===== config.mk =====
export PLATFORM = sky130hd
export DESIGN_NAME = bridge_acq_ctrl
export DESIGN_NICKNAME = d
export VERILOG_FILES = /design/src/design/bridge_acq_pkg.sv /design/src/design/bridge_acq_ctrl.sv
export SDC_FILE = /design/constraint.sdc
export NUM_CORES = 2
export LEC_CHECK = 0
export ABC_AREA = 1
export BUFFER_PORTS_ARGS = -buffer_cell sky130_fd_sc_hd__buf_2
export CAP_MARGIN = 40
export CORE_AREA = 2 2 473 475
export CTS_BUF_LIST = sky130_fd_sc_hd__clkbuf_8
export DETAILED_ROUTE_END_ITERATION = 10
export DIE_AREA = 0 0 475 477
export SETUP_SLACK_MARGIN = 0.3
export SLEW_MARGIN = 20
export SYNTH_ARGS = -nofsm -noshare
export SYNTH_HDL_FRONTEND = slang
export SYNTH_SLANG_ARGS = --single-unit

===== constraint.sdc =====
create_clock -name sys_clk_in -period 17.1 [get_ports sys_clk_in]
set_input_delay 1.71 -clock sys_clk_in [delete_from_list [all_inputs] [get_ports sys_clk_in]]
set_output_delay 1.71 -clock sys_clk_in [all_outputs]
set_load 0.005 [all_outputs]

===== src/design/bridge_acq_pkg.sv =====
// Shared constants, register map and carrier types for the bridge acquisition controller.
package bridge_acq_pkg;
   localparam int NUM_CH   = 8;
   localparam int SAMPLE_W = 24;
   localparam int ADDR_W   = 8;
   localparam int DATA_W   = 32;
   localparam int RATE_W   = 16;
   localparam int CH_IDX_W = 3;

   // Clock rates in Hz; the local timebase is a fractional phase step of the system clock.
   localparam int SYS_CLK_HZ   = 20_000_000;
   localparam int LOCAL_TB_HZ  = 12_800_000;
   localparam int TB_GRAIN_HZ  = 100_000;
   localparam int TB_ACC_W     = 8;
   localparam logic [TB_ACC_W-1:0] TB_PHASE_INC = TB_ACC_W'(LOCAL_TB_HZ / TB_GRAIN_HZ);
   localparam logic [TB_ACC_W-1:0] TB_PHASE_MOD = TB_ACC_W'(SYS_CLK_HZ / TB_GRAIN_HZ);

   // Register byte offsets.
   localparam logic [ADDR_W-1:0] REG_CTRL      = 8'h00;
   localparam logic [ADDR_W-1:0] REG_CFG       = 8'h04;
   localparam logic [ADDR_W-1:0] REG_RATE      = 8'h08;
   localparam logic [ADDR_W-1:0] REG_ERR       = 8'h0C;
   localparam logic [ADDR_W-1:0] REG_SHUNT     = 8'h10;
   localparam logic [ADDR_W-1:0] REG_CHAN_BASE = 8'h20;
   localparam logic [ADDR_W-1:0] REG_STEP_BASE = 8'h40;
   localparam logic [ADDR_W-1:0] REG_ZERO_BASE = 8'h60;
   localparam logic [ADDR_W-1:0] REG_BANK_MASK = 8'hE0;
   localparam int                WORD_LSB      = 2;

   // Field positions.
   localparam int CTRL_START_BIT = 0;
   localparam int CTRL_STOP_BIT  = 1;
   localparam int CTRL_ACQ_BIT   = 0;

   // Reset values and error codes.
   localparam logic [RATE_W-1:0] RATE_DEFAULT     = 16'h0032;
   localparam logic [RATE_W-1:0] RATE_MIN         = 16'h0001;
   localparam logic [DATA_W-1:0] ERR_NONE         = 32'h0000_0000;
   localparam logic [DATA_W-1:0] ERR_PROP_BUSY    = 32'h0001_0002;
   localparam logic [DATA_W-1:0] ERR_READ_TIMEOUT = 32'h0001_0003;
   localparam logic [1:0]        RESP_OKAY        = 2'h0;
   localparam logic [1:0]        RESP_SLVERR      = 2'h2;

   typedef logic [NUM_CH-1:0][SAMPLE_W-1:0] samples_t;
   typedef logic [NUM_CH-1:0][DATA_W-1:0]   cal_words_t;

   typedef struct packed {
      logic share;
      logic follow;
      logic raw;
   } cfg_t;

   localparam cfg_t CFG_RESET = '{share: 1'b0, follow: 1'b0, raw: 1'b0};

   typedef struct packed {
      logic     valid;
      samples_t data;
   } sample_bus_t;

   typedef enum logic [1:0] {RD_IDLE, RD_WAIT, RD_RESP} rd_state_t;
endpackage : bridge_acq_pkg


===== src/design/bridge_acq_ctrl.sv =====
// Acquisition controller: AXI4-Lite registers, timebase, rate divider and eight-channel sample stream.
//
// Added by the designer: the AXI4-Lite interface to the registers and the register addresses.
module bridge_acq_ctrl
   import bridge_acq_pkg::*;
(
   // Clock and reset
   input  wire logic              sys_clk_in,
   input  wire logic              sys_rst_in,
   // AXI4-Lite write channels
   input  wire logic [ADDR_W-1:0] s_axi_awaddr_in,
   input  wire logic              s_axi_awvalid_in,
   output logic                   s_axi_awready_out,
   input  wire logic [DATA_W-1:0] s_axi_wdata_in,
   input  wire logic [3:0]        s_axi_wstrb_in,
   input  wire logic              s_axi_wvalid_in,
   output logic                   s_axi_wready_out,
   output logic [1:0]             s_axi_bresp_out,
   output logic                   s_axi_bvalid_out,
   input  wire logic              s_axi_bready_in,
   // AXI4-Lite read channels
   input  wire logic [ADDR_W-1:0] s_axi_araddr_in,
   input  wire logic              s_axi_arvalid_in,
   output logic                   s_axi_arready_out,
   output logic [DATA_W-1:0]      s_axi_rdata_out,
   output logic [1:0]             s_axi_rresp_out,
   output logic                   s_axi_rvalid_out,
   input  wire logic              s_axi_rready_in,
   // Converter front end and calibration store
   input  wire samples_t          adc_code_in,
   input  wire samples_t          zero_code_in,
   input  wire cal_words_t        step_size_in,
   input  wire cal_words_t        zero_corr_in,
   // Timebase sharing
   input  wire logic              shared_tb_in,
   output logic                   share_tb_out,
   // Sample stream and status
   output sample_bus_t            sample_out,
   output logic [NUM_CH-1:0]      shunt_ctrl_out,
   output logic                   acquiring_out
);

   ////////////////////////////////////////////////////////////////////////////////
   // Shared timebase input synchroniser and local timebase.
   logic                tb_sync1_ff, tb_sync2_ff, tb_prev_ff;
   logic                share_tb_ff, nxt_share_tb;
   logic [TB_ACC_W-1:0] tb_acc_ff, nxt_tb_acc;
   logic [TB_ACC_W:0]   tb_sum;
   logic                local_tick, shared_tick, tb_tick;
   cfg_t                cfg_ff;
   always_comb begin
      tb_sum       = {1'b0, tb_acc_ff} + {1'b0, TB_PHASE_INC};
      local_tick   = (tb_sum >= {1'b0, TB_PHASE_MOD});
      nxt_tb_acc   = local_tick ? TB_ACC_W'(tb_sum - {1'b0, TB_PHASE_MOD}) : tb_sum[TB_ACC_W-1:0];
      shared_tick  = tb_sync2_ff & ~tb_prev_ff;
      tb_tick      = cfg_ff.follow ? shared_tick : local_tick;
      nxt_share_tb = local_tick & cfg_ff.share;
   end

   always_ff @(posedge sys_clk_in or posedge sys_rst_in) begin
      if (sys_rst_in) begin
         tb_sync1_ff <= 1'b0;
         tb_sync2_ff <= 1'b0;
         tb_prev_ff  <= 1'b0;
         tb_acc_ff   <= '0;
         share_tb_ff <= 1'b0;
      end else begin
         tb_sync1_ff <= shared_tb_in;
         tb_sync2_ff <= tb_sync1_ff;
         tb_prev_ff  <= tb_sync2_ff;
         tb_acc_ff   <= nxt_tb_acc;
         share_tb_ff <= nxt_share_tb;
      end
   end

   assign share_tb_out = share_tb_ff;

   ////////////////////////////////////////////////////////////////////////////////
   // Per-channel output formatting.
   samples_t conv;
   generate
      for (genvar ch = 0; ch < NUM_CH; ch++) begin : g_conv
         logic [SAMPLE_W:0] diff;
         assign diff = {adc_code_in[ch][SAMPLE_W-1], adc_code_in[ch]} -
                       {zero_code_in[ch][SAMPLE_W-1], zero_code_in[ch]};
         // Scaled words saturate instead of wrapping when subtracting the zero code pushes them out of range.
         assign conv[ch] = cfg_ff.raw ? adc_code_in[ch] :
                           (diff[SAMPLE_W] == diff[SAMPLE_W-1]) ? diff[SAMPLE_W-1:0] :
                           {diff[SAMPLE_W], {(SAMPLE_W-1){~diff[SAMPLE_W]}}};
      end
   endgenerate

   ////////////////////////////////////////////////////////////////////////////////
   // Control registers, write channel and acquisition state.
   logic              acq_ff, nxt_acq;
   logic [RATE_W-1:0] rate_ff, nxt_rate;
   logic [RATE_W-1:0] div_cnt_ff, nxt_div_cnt;
   cfg_t              nxt_cfg;
   logic [NUM_CH-1:0] shunt_ff, nxt_shunt;
   logic [DATA_W-1:0] err_ff, nxt_err;
   logic              aw_ff, nxt_aw, w_ff, nxt_w, bvalid_ff, nxt_bvalid;
   logic [ADDR_W-1:0] awaddr_ff, nxt_awaddr;
   logic [DATA_W-1:0] wdata_ff, nxt_wdata;
   logic [3:0]        wstrb_ff, nxt_wstrb;
   logic [1:0]        bresp_ff, nxt_bresp;
   sample_bus_t       sample_ff, nxt_sample;
   logic              wr_fire, stop_cmd, sample_tick, rd_timeout_evt, busy_evt;
   logic [RATE_W-1:0] wr_rate;

   assign s_axi_awready_out = ~aw_ff;
   assign s_axi_wready_out  = ~w_ff;
   assign wr_fire           = aw_ff & w_ff & ~bvalid_ff;
   assign stop_cmd          = wr_fire & (awaddr_ff == REG_CTRL) & wstrb_ff[0] & wdata_ff[CTRL_STOP_BIT];
   assign sample_tick       = acq_ff & ~stop_cmd & tb_tick & (div_cnt_ff == rate_ff - RATE_MIN);

   always_comb begin
      nxt_acq     = acq_ff;
      nxt_rate    = rate_ff;
      nxt_cfg     = cfg_ff;
      nxt_shunt   = shunt_ff;
      nxt_err     = err_ff;
      nxt_aw      = aw_ff;
      nxt_w       = w_ff;
      nxt_awaddr  = awaddr_ff;
      nxt_wdata   = wdata_ff;
      nxt_wstrb   = wstrb_ff;
      nxt_bvalid  = bvalid_ff;
      nxt_bresp   = bresp_ff;
      nxt_div_cnt = div_cnt_ff;
      busy_evt    = 1'b0;
      wr_rate     = {wstrb_ff[1] ? wdata_ff[15:8] : rate_ff[15:8], wstrb_ff[0] ? wdata_ff[7:0] : rate_ff[7:0]};

      if (acq_ff && tb_tick) begin
         nxt_div_cnt = sample_tick ? '0 : div_cnt_ff + RATE_MIN;
      end

      // Address and data are held separately so they may arrive in either order.
      if (s_axi_awvalid_in && !aw_ff) begin
         nxt_aw     = 1'b1;
         nxt_awaddr = s_axi_awaddr_in;
      end
      if (s_axi_wvalid_in && !w_ff) begin
         nxt_w     = 1'b1;
         nxt_wdata = s_axi_wdata_in;
         nxt_wstrb = s_axi_wstrb_in;
      end
      if (bvalid_ff && s_axi_bready_in) begin
         nxt_bvalid = 1'b0;
      end

      if (wr_fire) begin
         nxt_aw     = 1'b0;
         nxt_w      = 1'b0;
         nxt_bvalid = 1'b1;
         nxt_bresp  = RESP_OKAY;
         case (awaddr_ff)
            REG_CTRL: begin
               if (wstrb_ff[0] && wdata_ff[CTRL_START_BIT]) begin
                  nxt_acq     = 1'b1;
                  nxt_div_cnt = '0;
               end
               if (wstrb_ff[0] && wdata_ff[CTRL_STOP_BIT]) begin
                  nxt_acq = 1'b0;
               end
            end
            REG_CFG: begin
               if (acq_ff) begin
                  busy_evt = 1'b1;
               end else if (wstrb_ff[0]) begin
                  nxt_cfg = cfg_t'(wdata_ff[$bits(cfg_t)-1:0]);
               end
            end
            REG_RATE: begin
               if (acq_ff) begin
                  busy_evt = 1'b1;
               end else begin
                  nxt_rate = (wr_rate == '0) ? RATE_MIN : wr_rate;
               end
            end
            REG_SHUNT: begin
               if (acq_ff) begin
                  busy_evt = 1'b1;
               end else if (wstrb_ff[0]) begin
                  nxt_shunt = wdata_ff[NUM_CH-1:0];
               end
            end
            REG_ERR: begin
               nxt_err = ERR_NONE;
            end
            default: begin
               nxt_bresp = RESP_SLVERR;
            end
         endcase
         if (busy_evt) begin
            nxt_bresp = RESP_SLVERR;
         end
      end

      // A refused write and a read timeout in the same cycle resolve by fixed order; no setting changes it.
      if (busy_evt) begin
         nxt_err = ERR_PROP_BUSY;
      end
      if (rd_timeout_evt) begin
         nxt_err = ERR_READ_TIMEOUT;
      end

      nxt_sample.valid = sample_tick;
      nxt_sample.data  = sample_tick ? conv : sample_ff.data;
   end

   always_ff @(posedge sys_clk_in or posedge sys_rst_in) begin
      if (sys_rst_in) begin
         acq_ff     <= 1'b0;
         rate_ff    <= RATE_DEFAULT;
         cfg_ff     <= CFG_RESET;
         shunt_ff   <= '0;
         err_ff     <= ERR_NONE;
         aw_ff      <= 1'b0;
         w_ff       <= 1'b0;
         awaddr_ff  <= '0;
         wdata_ff   <= '0;
         wstrb_ff   <= '0;
         bvalid_ff  <= 1'b0;
         bresp_ff   <= RESP_OKAY;
         div_cnt_ff <= '0;
         sample_ff  <= '0;
      end else begin
         acq_ff     <= nxt_acq;
         rate_ff    <= nxt_rate;
         cfg_ff     <= nxt_cfg;
         shunt_ff   <= nxt_shunt;
         err_ff     <= nxt_err;
         aw_ff      <= nxt_aw;
         w_ff       <= nxt_w;
         awaddr_ff  <= nxt_awaddr;
         wdata_ff   <= nxt_wdata;
         wstrb_ff   <= nxt_wstrb;
         bvalid_ff  <= nxt_bvalid;
         bresp_ff   <= nxt_bresp;
         div_cnt_ff <= nxt_div_cnt;
         sample_ff  <= nxt_sample;
      end
   end

   assign s_axi_bvalid_out = bvalid_ff;
   assign s_axi_bresp_out  = bresp_ff;
   assign sample_out       = sample_ff;
   assign shunt_ctrl_out   = shunt_ff;
   assign acquiring_out    = acq_ff;

   ////////////////////////////////////////////////////////////////////////////////
   // Read channel.
   rd_state_t           rd_state_ff, nxt_rd_state;
   logic [DATA_W-1:0]   rdata_ff, nxt_rdata;
   logic [1:0]          rresp_ff, nxt_rresp;
   logic [CH_IDX_W-1:0] rd_ch_ff, nxt_rd_ch, ar_ch;

   assign s_axi_arready_out = (rd_state_ff == RD_IDLE);
   assign ar_ch             = s_axi_araddr_in[WORD_LSB +: CH_IDX_W];

   always_comb begin
      nxt_rd_state   = rd_state_ff;
      nxt_rdata      = rdata_ff;
      nxt_rresp      = rresp_ff;
      nxt_rd_ch      = rd_ch_ff;
      rd_timeout_evt = 1'b0;
      case (rd_state_ff)
         RD_IDLE: begin
            if (s_axi_arvalid_in) begin
               nxt_rd_state = RD_RESP;
               nxt_rresp    = RESP_OKAY;
               nxt_rdata    = '0;
               nxt_rd_ch    = ar_ch;
               if ((s_axi_araddr_in & REG_BANK_MASK) == REG_CHAN_BASE) begin
                  if (acq_ff) begin
                     nxt_rd_state = RD_WAIT;
                  end else begin
                     nxt_rresp      = RESP_SLVERR;
                     rd_timeout_evt = 1'b1;
                  end
               end else if ((s_axi_araddr_in & REG_BANK_MASK) == REG_STEP_BASE) begin
                  nxt_rdata = step_size_in[ar_ch];
               end else if ((s_axi_araddr_in & REG_BANK_MASK) == REG_ZERO_BASE) begin
                  nxt_rdata = zero_corr_in[ar_ch];
               end else begin
                  case (s_axi_araddr_in)
                     REG_CTRL:  nxt_rdata[CTRL_ACQ_BIT] = acq_ff;
                     REG_CFG:   nxt_rdata[$bits(cfg_t)-1:0] = cfg_ff;
                     REG_RATE:  nxt_rdata[RATE_W-1:0] = rate_ff;
                     REG_ERR:   nxt_rdata = err_ff;
                     REG_SHUNT: nxt_rdata[NUM_CH-1:0] = shunt_ff;
                     default:   nxt_rresp = RESP_SLVERR;
                  endcase
               end
            end
         end
         RD_WAIT: begin
            if (!acq_ff) begin
               nxt_rd_state   = RD_RESP;
               nxt_rresp      = RESP_SLVERR;
               rd_timeout_evt = 1'b1;
            end else if (sample_tick) begin
               nxt_rd_state = RD_RESP;
               nxt_rdata    = DATA_W'($signed(conv[rd_ch_ff]));
            end
         end
         RD_RESP: begin
            if (s_axi_rready_in) begin
               nxt_rd_state = RD_IDLE;
            end
         end
         default: begin
            nxt_rd_state = RD_IDLE;
         end
      endcase
   end

   always_ff @(posedge sys_clk_in or posedge sys_rst_in) begin
      if (sys_rst_in) begin
         rd_state_ff <= RD_IDLE;
         rdata_ff    <= '0;
         rresp_ff    <= RESP_OKAY;
         rd_ch_ff    <= '0;
      end else begin
         rd_state_ff <= nxt_rd_state;
         rdata_ff    <= nxt_rdata;
         rresp_ff    <= nxt_rresp;
         rd_ch_ff    <= nxt_rd_ch;
      end
   end

   assign s_axi_rvalid_out = (rd_state_ff == RD_RESP);
   assign s_axi_rdata_out  = rdata_ff;
   assign s_axi_rresp_out  = rresp_ff;

   ////////////////////////////////////////////////////////////////////////////////
   // Checks.
   a_start_enters_acq: assert property (@(posedge sys_clk_in) disable iff (sys_rst_in)
      wr_fire && awaddr_ff == REG_CTRL && wstrb_ff[0] && wdata_ff[CTRL_START_BIT] && !wdata_ff[CTRL_STOP_BIT]
      |=> acq_ff ##1 (acq_ff || $past(wr_fire)))
      else $error("Start command did not enter acquisition.");
   a_false_start_idle: assert property (@(posedge sys_clk_in) disable iff (sys_rst_in)
      wr_fire && awaddr_ff == REG_CTRL && !wdata_ff[CTRL_START_BIT] && !wdata_ff[CTRL_STOP_BIT]
      |=> acq_ff == $past(acq_ff))
      else $error("False command changed the acquisition state.");
   a_stop_leaves_acq: assert property (@(posedge sys_clk_in) disable iff (sys_rst_in)
      wr_fire && awaddr_ff == REG_CTRL && wstrb_ff[0] && wdata_ff[CTRL_STOP_BIT]
      |=> !acq_ff && !sample_out.valid ##1 !sample_out.valid)
      else $error("Stop command did not end sampling.");
   a_false_stop_keeps: assert property (@(posedge sys_clk_in) disable iff (sys_rst_in)
      acq_ff && wr_fire && awaddr_ff == REG_CTRL && !wdata_ff[CTRL_STOP_BIT] |=> acq_ff)
      else $error("False stop command left acquisition.");
   a_rate_write_refused: assert property (@(posedge sys_clk_in) disable iff (sys_rst_in)
      wr_fire && awaddr_ff == REG_RATE && acq_ff
      |=> $stable(rate_ff) && err_ff == ERR_PROP_BUSY && s_axi_bvalid_out && s_axi_bresp_out == RESP_SLVERR)
      else $error("Rate write during acquisition was not refused.");
   a_raw_passes_code: assert property (@(posedge sys_clk_in) disable iff (sys_rst_in)
      sample_tick && cfg_ff.raw |=> sample_out.valid && sample_out.data == $past(adc_code_in))
      else $error("Raw sample differs from converter code.");
   a_rate_divides: assert property (@(posedge sys_clk_in) disable iff (sys_rst_in)
      sample_out.valid |-> $past(tb_tick) && $past(div_cnt_ff) == $past(rate_ff) - RATE_MIN)
      else $error("Sample produced off the divided timebase.");
   a_share_gated: assert property (@(posedge sys_clk_in) disable iff (sys_rst_in)
      share_tb_out |-> $past(cfg_ff.share) && $past(local_tick))
      else $error("Timebase offered while sharing is off.");
   a_read_waits_fresh: assert property (@(posedge sys_clk_in) disable iff (sys_rst_in)
      rd_state_ff == RD_WAIT && acq_ff && !sample_tick |=> !s_axi_rvalid_out)
      else $error("Channel read answered before a fresh sample.");
   a_read_times_out: assert property (@(posedge sys_clk_in) disable iff (sys_rst_in)
      rd_state_ff == RD_WAIT && !acq_ff |=> s_axi_rvalid_out && s_axi_rresp_out == RESP_SLVERR
      && err_ff == ERR_READ_TIMEOUT)
      else $error("Waiting channel read did not time out.");
   a_idle_no_samples: assert property (@(posedge sys_clk_in) disable iff (sys_rst_in)
      !acq_ff |=> !sample_out.valid)
      else $error("Sample produced outside acquisition.");
endmodule : bridge_acq_ctrl


; After elaboration in Yosys (flattened, before gate mapping)
; Index checks and enable logic that the tools add are counted.
[word_totals]
output_inout_bits = 244
word_cells = 212
in_bits = 956
regBits = 351
[classes]
n_reduce_logical = 31
magnitude_cmp = 3
n_eq_ne = 28
n_addsub = 12
mux = 81
bitwise_logic = 24
[ops]
columns = operator, n
row1 = $mux W24, 17
row2 = $mux W32, 12
row3 = $sub A24 B24 Y25, 8
row4 = $bmux W32 S3, 2
row5 = $mux W16, 7
row6 = $bmux W24 S3, 1
row7 = $pmux W32 S2, 1
row8 = $eq A8 B4 Y1 const B, 4
row9 = $mux W2, 15
row10 = $mux W8, 3
row11 = $add A16 B1 Y16 const B, 1
row12 = $eq A16 B16 Y1, 1
row13 = $eq A8 B3 Y1 const B, 2
row14 = $eq A8 B5 Y1 const B, 2
row15 = $logic_not A16 Y1, 1
row16 = $logic_not A8 Y1, 2
row17 = $mux W1, 16
row18 = $pmux W8 S2, 1
row19 = $sub A16 B1 Y16 const B, 1
row20 = $pmux W5 S3, 1
row21 = $not A1 Y1, 14
row22 = $reduce_and A3 Y1, 4
row23 = $reduce_and A4 Y1, 3
row24 = $and A1 B1 Y1, 10
row25 = 25 further kinds, 50

; Logic depth before layout (Yosys ltp)
[depth]
word_depth = 14
ltp_mapped = 27
depth_no_buf = 26

; Least setup slack after synthesis
; OpenSTA, ideal clock, no wires.
[synth_timing]
path_kind = in2reg
from = input zero_code_in[7] (netlist name)
to = register rdata_ff[3], in the netlist s_axi_rdata_out[3]
t_arrival_ns = 4.508
n_path_buf = 2
t_required_ns = 16.979
setup_slack_ns = 12.471
setup_ns = 0.121
cell_stages = 24
path_cell_list = inv_1 > ha_1 > nand2_1 > nor2_1 > nand2_1 > nor2_1 > nand2_1 > nand3_1 > a21oi_1 > o21bai_1 > xor2_1 > inv_1 > ha_1 > clkbuf_1 > inv_1 > nand3_1 > buf_2 > nand3b_1 > nand2_1 > nor2_1 > o21ai_0 > nand2_1 > nand3_1 > a21oi_1
[synth_between]
elab_chain_cells = 9
elab_cells_between_ends = 10
cone_classes = add/sub: 1 / eq/ne: 1 / mux: 7 / bitwise: 1
[synth_rtl]
columns = item, line_no
row1 = "start, declared", bridge_acq_ctrl.sv:31  ; input wire samples_t zero_code_in,
row2 = $sub A24 B24 Y25 *, bridge_acq_ctrl.sv:84  ; assign diff = {adc_code_in[ch][SAMPLE_W-1], adc_code_in[ch]} -
row3 = $eq A1 B1 Y1 or $not A1 Y1 (tied branches), "bridge_acq_ctrl.sv:88, bridge_acq_ctrl.sv:89"
row4 = $mux W24 *, bridge_acq_ctrl.sv:88  ; (diff[SAMPLE_W] == diff[SAMPLE_W-1]) ? diff[SAMPLE_W-1:0] :
row5 = $mux W24 *, bridge_acq_ctrl.sv:87  ; assign conv[ch] = cfg_ff.raw ? adc_code_in[ch] :
row6 = $bmux W24 S3 *, bridge_acq_ctrl.sv:304  ; nxt_rdata = DATA_W'($signed(conv[rd_ch_ff]));
row7 = $mux W24 (implied by the code) *, bridge_acq_ctrl.sv:304
row8 = $mux W32 *, bridge_acq_ctrl.sv:302  ; end else if (sample_tick) begin
row9 = $mux W32 *, bridge_acq_ctrl.sv:298  ; if (!acq_ff) begin
row10 = $pmux W32 S2 *, bridge_acq_ctrl.sv:267  ; case (rd_state_ff)
row11 = "end signal, assigned", bridge_acq_ctrl.sv:326  ; rdata_ff <= nxt_rdata;
row12 = "end, declared", bridge_acq_ctrl.sv:254  ; logic [DATA_W-1:0] rdata_ff, nxt_rdata;
; Every way passes the cells marked *; elsewhere a longest branch is shown, timed or not. The select of a mux whose other input is x is not followed.
; A chain may end at the register's enable or synchronous reset.

; Worst setup path after layout
[layout_timing]
from = input zero_code_in[2] (netlist name)
to = register rdata_ff[8], in the netlist s_axi_rdata_out[8]
; The elaborated chain is that of the path after synthesis.

==> flow_summary_export.csv <==
group,metric,value,unit
run,drv.max_cap_violation_count,0,
die,core.rowCount,173,
sta,setup_violations,0,
yosys,ys_async_sr_fraction,100,%
sta,final_max_slew_violation_count,0,
sta,setup_ws,10230,ps
routing,ant_nets,0,
finish,finish.net_count,8390,
die,initial_cell_density_of_the_core,16.2,%
sta,rsz0062_at_grt,"no",
min_path,worst_hold_path.num_cells,0,
worst_setup_path,critPathRequiredTime,17790,ps
worst_setup_path,path_class,"in -> reg",
die,top_level_ports,1200,
finish,finish.instance_area,47000,um^2
worst_setup_path,end_kind,"register",
sta,final_critical_path_time_including_i_o_delays_and_setup,6870,ps
finish,final.fill_count,25900,
worst_setup_path,crit_path_cell_trace,"buf_2, inv_1, ha_1, nand2_1, nor2_1, nand2_1, nand3_1, nand2_1, nand3_1, a21oi_1, o21bai_1, xor2_1, inv_1, ha_1, inv_1, nand3_1, buf_4, nand2_1, o21ai_0, nand2_1, nand3_1, nand3_1, nand3_1, a21oi_1",
finish,area_delta_synth_final,31.0,%
finish,area_occupied_by_multi_input_gates,23600,um^2
sta,final.period_utilization,40.2,%
sta,slew_headroom,28.7,%
clocking,clk_path_buf_depth,3,
yosys,synth.yosys.warnings,0,
placed_design,detailed_place_hpwl,253,mm
global_routing,grt_remaining_overflow,0,
power_and_ir_drop,power_frac_clock,18.3,%
power_and_ir_drop,pwr-share-seq,20.5,%
yosys,synth_area_per_cell,5.86,um^2
clocking,htreeDepth,3,
routing,remaining_drc_errors,0,
die,floorplan.die_area,227000,um^2
routing,totalWireLength,292,mm
routing,routed-via-count,47600,
die,die-width,475,um
sta,clock.fmax,145,MHz
worst_setup_path,reg2regPathDepth,10,
global_routing,first_global_vias,42500,
worst_setup_path,worst_path_largest_cell_delay,800,ps
min_path,hold_path.class,"reg -> reg",
placed_design,dp_worst_setup_slack,9640,ps
worst_setup_path,cp_slowest_cell,"ha_1",
yosys,synthCells,6126,
yosys,netlist-cell-type-count,59,
worst_setup_path,critPathArrivalTime,7560,ps
worst_setup_path,crit_path_max_fanout,18,
routing,router_iterations_before_antenna_repair,8,
clocking,cts_tree,"done",
routing,top_signal_layer_used,"met5",
power_and_ir_drop,max-vdd-ir-drop,0.0687,mV
clocking,cts-resized-gates,0,
placed_design,place.gp.congestion,1.02,
worst_setup_path,startpoint_type,"primary input",
power_and_ir_drop,power.share.combinational,61.2,%
finish,seq_area,7920,um^2
sta,finalHoldViolations,0,
yosys,postSynthRegisterBits,316,
worst_setup_path,critical-path-top-cell-by-count,"nand3_1",
finish,layout-drive-gt1-share,21.4,%
clocking,cts.clk_slew.worst_paths,70,ps
global_routing,antenna_found_initial,241,
routing,detailed_route_wire_length_per_cell,28.2,um
power_and_ir_drop,power_per_cell_area,101,nW/um^2
power_and_ir_drop,netSwitchingPower,2.67,mW
placed_design,buffer_ports.inserted,1179,
routing,wl_met1,122,mm
finish,final_core_utilization,21.2,%
routing,vias_per_cell,4.59,
clocking,cts_made_buffers,67,
worst_setup_path,critical_path.top_delay_family,"simple AND/OR/NAND/NOR gates",
power_and_ir_drop,switching_share,56.3,%
clocking,postCtsSetupRepairBufs,0,
sta,final.setup_skew,83.6,ps
yosys,post-synth-top-area-fraction,21.8,%
yosys,yosysSeqAreaShare,22.1,%
global_routing,grt_max_degree,215,
power_and_ir_drop,power.leakage,25.1,nW
global_routing,global_route.usage.total,24.6,%
clocking,number_of_clock_sinks_seen_by_cts,316,
die,die_y,477,um
yosys,synthesis.area,35900,um^2
clocking,postCtsHoldBufs,0,
routing,detail_route.iter0.violations,4984,
sta,tightestPinTransition,1070,ps
clocking,clock_tree.root_cell,"clkbuf_8",
power_and_ir_drop,totalPowerFinal,4.74,mW
die,core_area,221000,um^2
sta,finalSetupTns,0,ps
worst_setup_path,cp.buffers_inverters,5,
yosys,number_of_flops_mapped_to_enable_cells_by_yosys,0,
yosys,ys.flop_type,"dfrtp_1",
routing,met2_wirelength,112,mm
placed_design,place_area,45300,um^2
routing,dr_wl_met3,38.1,mm
global_routing,grt_first_pass_wirelength,375,mm
power_and_ir_drop,cell_internal_pwr,2.07,mW
yosys,synth_area_leader_cell,"dfrtp_1",
clocking,clk_latency,820,ps
run_status,outcome,"completed",
worst_setup_path,number_of_gates_on_the_worst_path_with_buffers_counted,24,
yosys,synth.area.top_cells,"dfrtp_1 22%, nand2_1 20%, inv_1 9.3%",
==> through the flow <==
stage,cells,hold slack (ps)
after global routing,10300,364
after global placement,10100,337
final,10400,356
after CTS,10200,348
after detailed placement,10100,344
after floorplan,6127,331
==> placed cells by master (no fill, tap or decap), drive strengths merged, types with 76 or more instances in the layout <==
cell type  count
o21ai        361
diode        136
buf         1268
nand3        648
a21oi        271
nand2       1873
inv          927
ha           212
dfrtp        313
clkbuf        76
o22ai        195
nor2         496
or2          133
==> power by group through the flow <==
stage	Combinational [mW]	Clock (mW)	Sequential, mW
global route	3.14	0.921	0.976
finish	2.90	0.869	0.971
floorplan	1.56	0	0.914
CTS	2.89	0.895	0.964
detailed placement	2.88	0	0.976
global placement	2.86	0	0.976
==> final cells by class <==
cell class | instances | area share [%]
tap | 2975 | 7.92
antenna | 136 | 0.724
clock buffer | 76 | 2.23
inverter | 906 | 7.28
sequential | 316 | 16.9
multi-input combinational | 4655 | 50.2
clock inverter | 40 | 0.522
timing repair buffer | 1268 | 14.3
==> synthesized netlist by cell type (14+ instances only) <==
| cell type | instances |
|---|---|
| nand3_1 | 645 |
| nand3b_1 | 42 |
| buf_1 | 35 |
| o21bai_1 | 17 |
| or2_2 | 132 |
| a31oi_1 | 43 |
| nor2_1 | 490 |
| a22oi_1 | 46 |
| mux2_2 | 14 |
| o22ai_1 | 195 |
| inv_1 | 891 |
| nor4_1 | 14 |
| o21ai_0 | 361 |
| dfrtp_1 | 313 |
| o31ai_1 | 20 |
| ha_1 | 212 |
| xor2_1 | 47 |
| nand4_1 | 51 |
| buf_2 | 36 |
| a21oi_1 | 271 |
| xnor2_1 | 14 |
| nor3_1 | 67 |
| clkbuf_1 | 168 |
| nand2_1 | 1871 |
==> logic make-up (layout without fill, tap and decap cells) <==
group                    after synthesis  count (layout)  synth area share [%]
flip-flops                           316             316                  22.1
adder cells (fa/ha/maj)              220             220                  7.84
AND/OR/NAND/NOR                     3346            3346                  39.7
other                                  1             138                0.0105
XOR/XNOR                              61              61                  1.49
AO/OA/AOI/OAI                       1005            1005                  15.9
buffers and inverters               1156            2290                  12.4
multiplexers                          21              21                 0.635
==> flip-flops by register name (all words and copies together) (netlist names), 2 cells and up <==
register and count:
rate_ff 16, s_axi_rdata_out 32, rd_state_ff 2, div_cnt_ff 16, err_ff 2, awaddr_ff 8
shunt_ctrl_out 8, tb_acc_ff 5, wstrb_ff 2, wdata_ff 16, rd_ch_ff 3, cfg_ff 3
sample_out 193
==> worst reg2reg max path, stage by stage, from the launching register on <==
cell and delay, ps:
dfrtp_4 700, inv_8 590, buf_4 650, buf_4 800
nand2_1 280, o21ai_0 720, nand2_1 110, nand3_1 100
nand3_1 280, nand3_1 340, a21oi_1 120
==> worst paths after layout <==
check	startpoint	end	slack [ps]
max in group asynchronous	sys_rst_in	sample_out[140]$_DFFE_PP0P_	14220
min in group asynchronous	sys_rst_in	s_axi_rdata_out[24]$_DFFE_PP0P_	950
hold reg to reg	tb_sync1_ff$_DFF_PP0_	tb_sync2_ff$_DFF_PP0_	360
setup reg to reg	cfg_ff[0]$_DFFE_PP0P_	s_axi_rdata_out[8]$_DFFE_PP0P_	12260
setup / recovery	zero_code_in[2]	s_axi_rdata_out[8]$_DFFE_PP0P_	10230
hold / removal	tb_sync1_ff$_DFF_PP0_	tb_sync2_ff$_DFF_PP0_	360
==> metal layers <==
layer	vias up	track usage (%)
met5	-	0
met4	126	13.9
met3	625	10.6
met2	2611	33.5
met1	21900	32.0
li1	22300	-
Note: power is estimated with default switching activity, not from simulation.
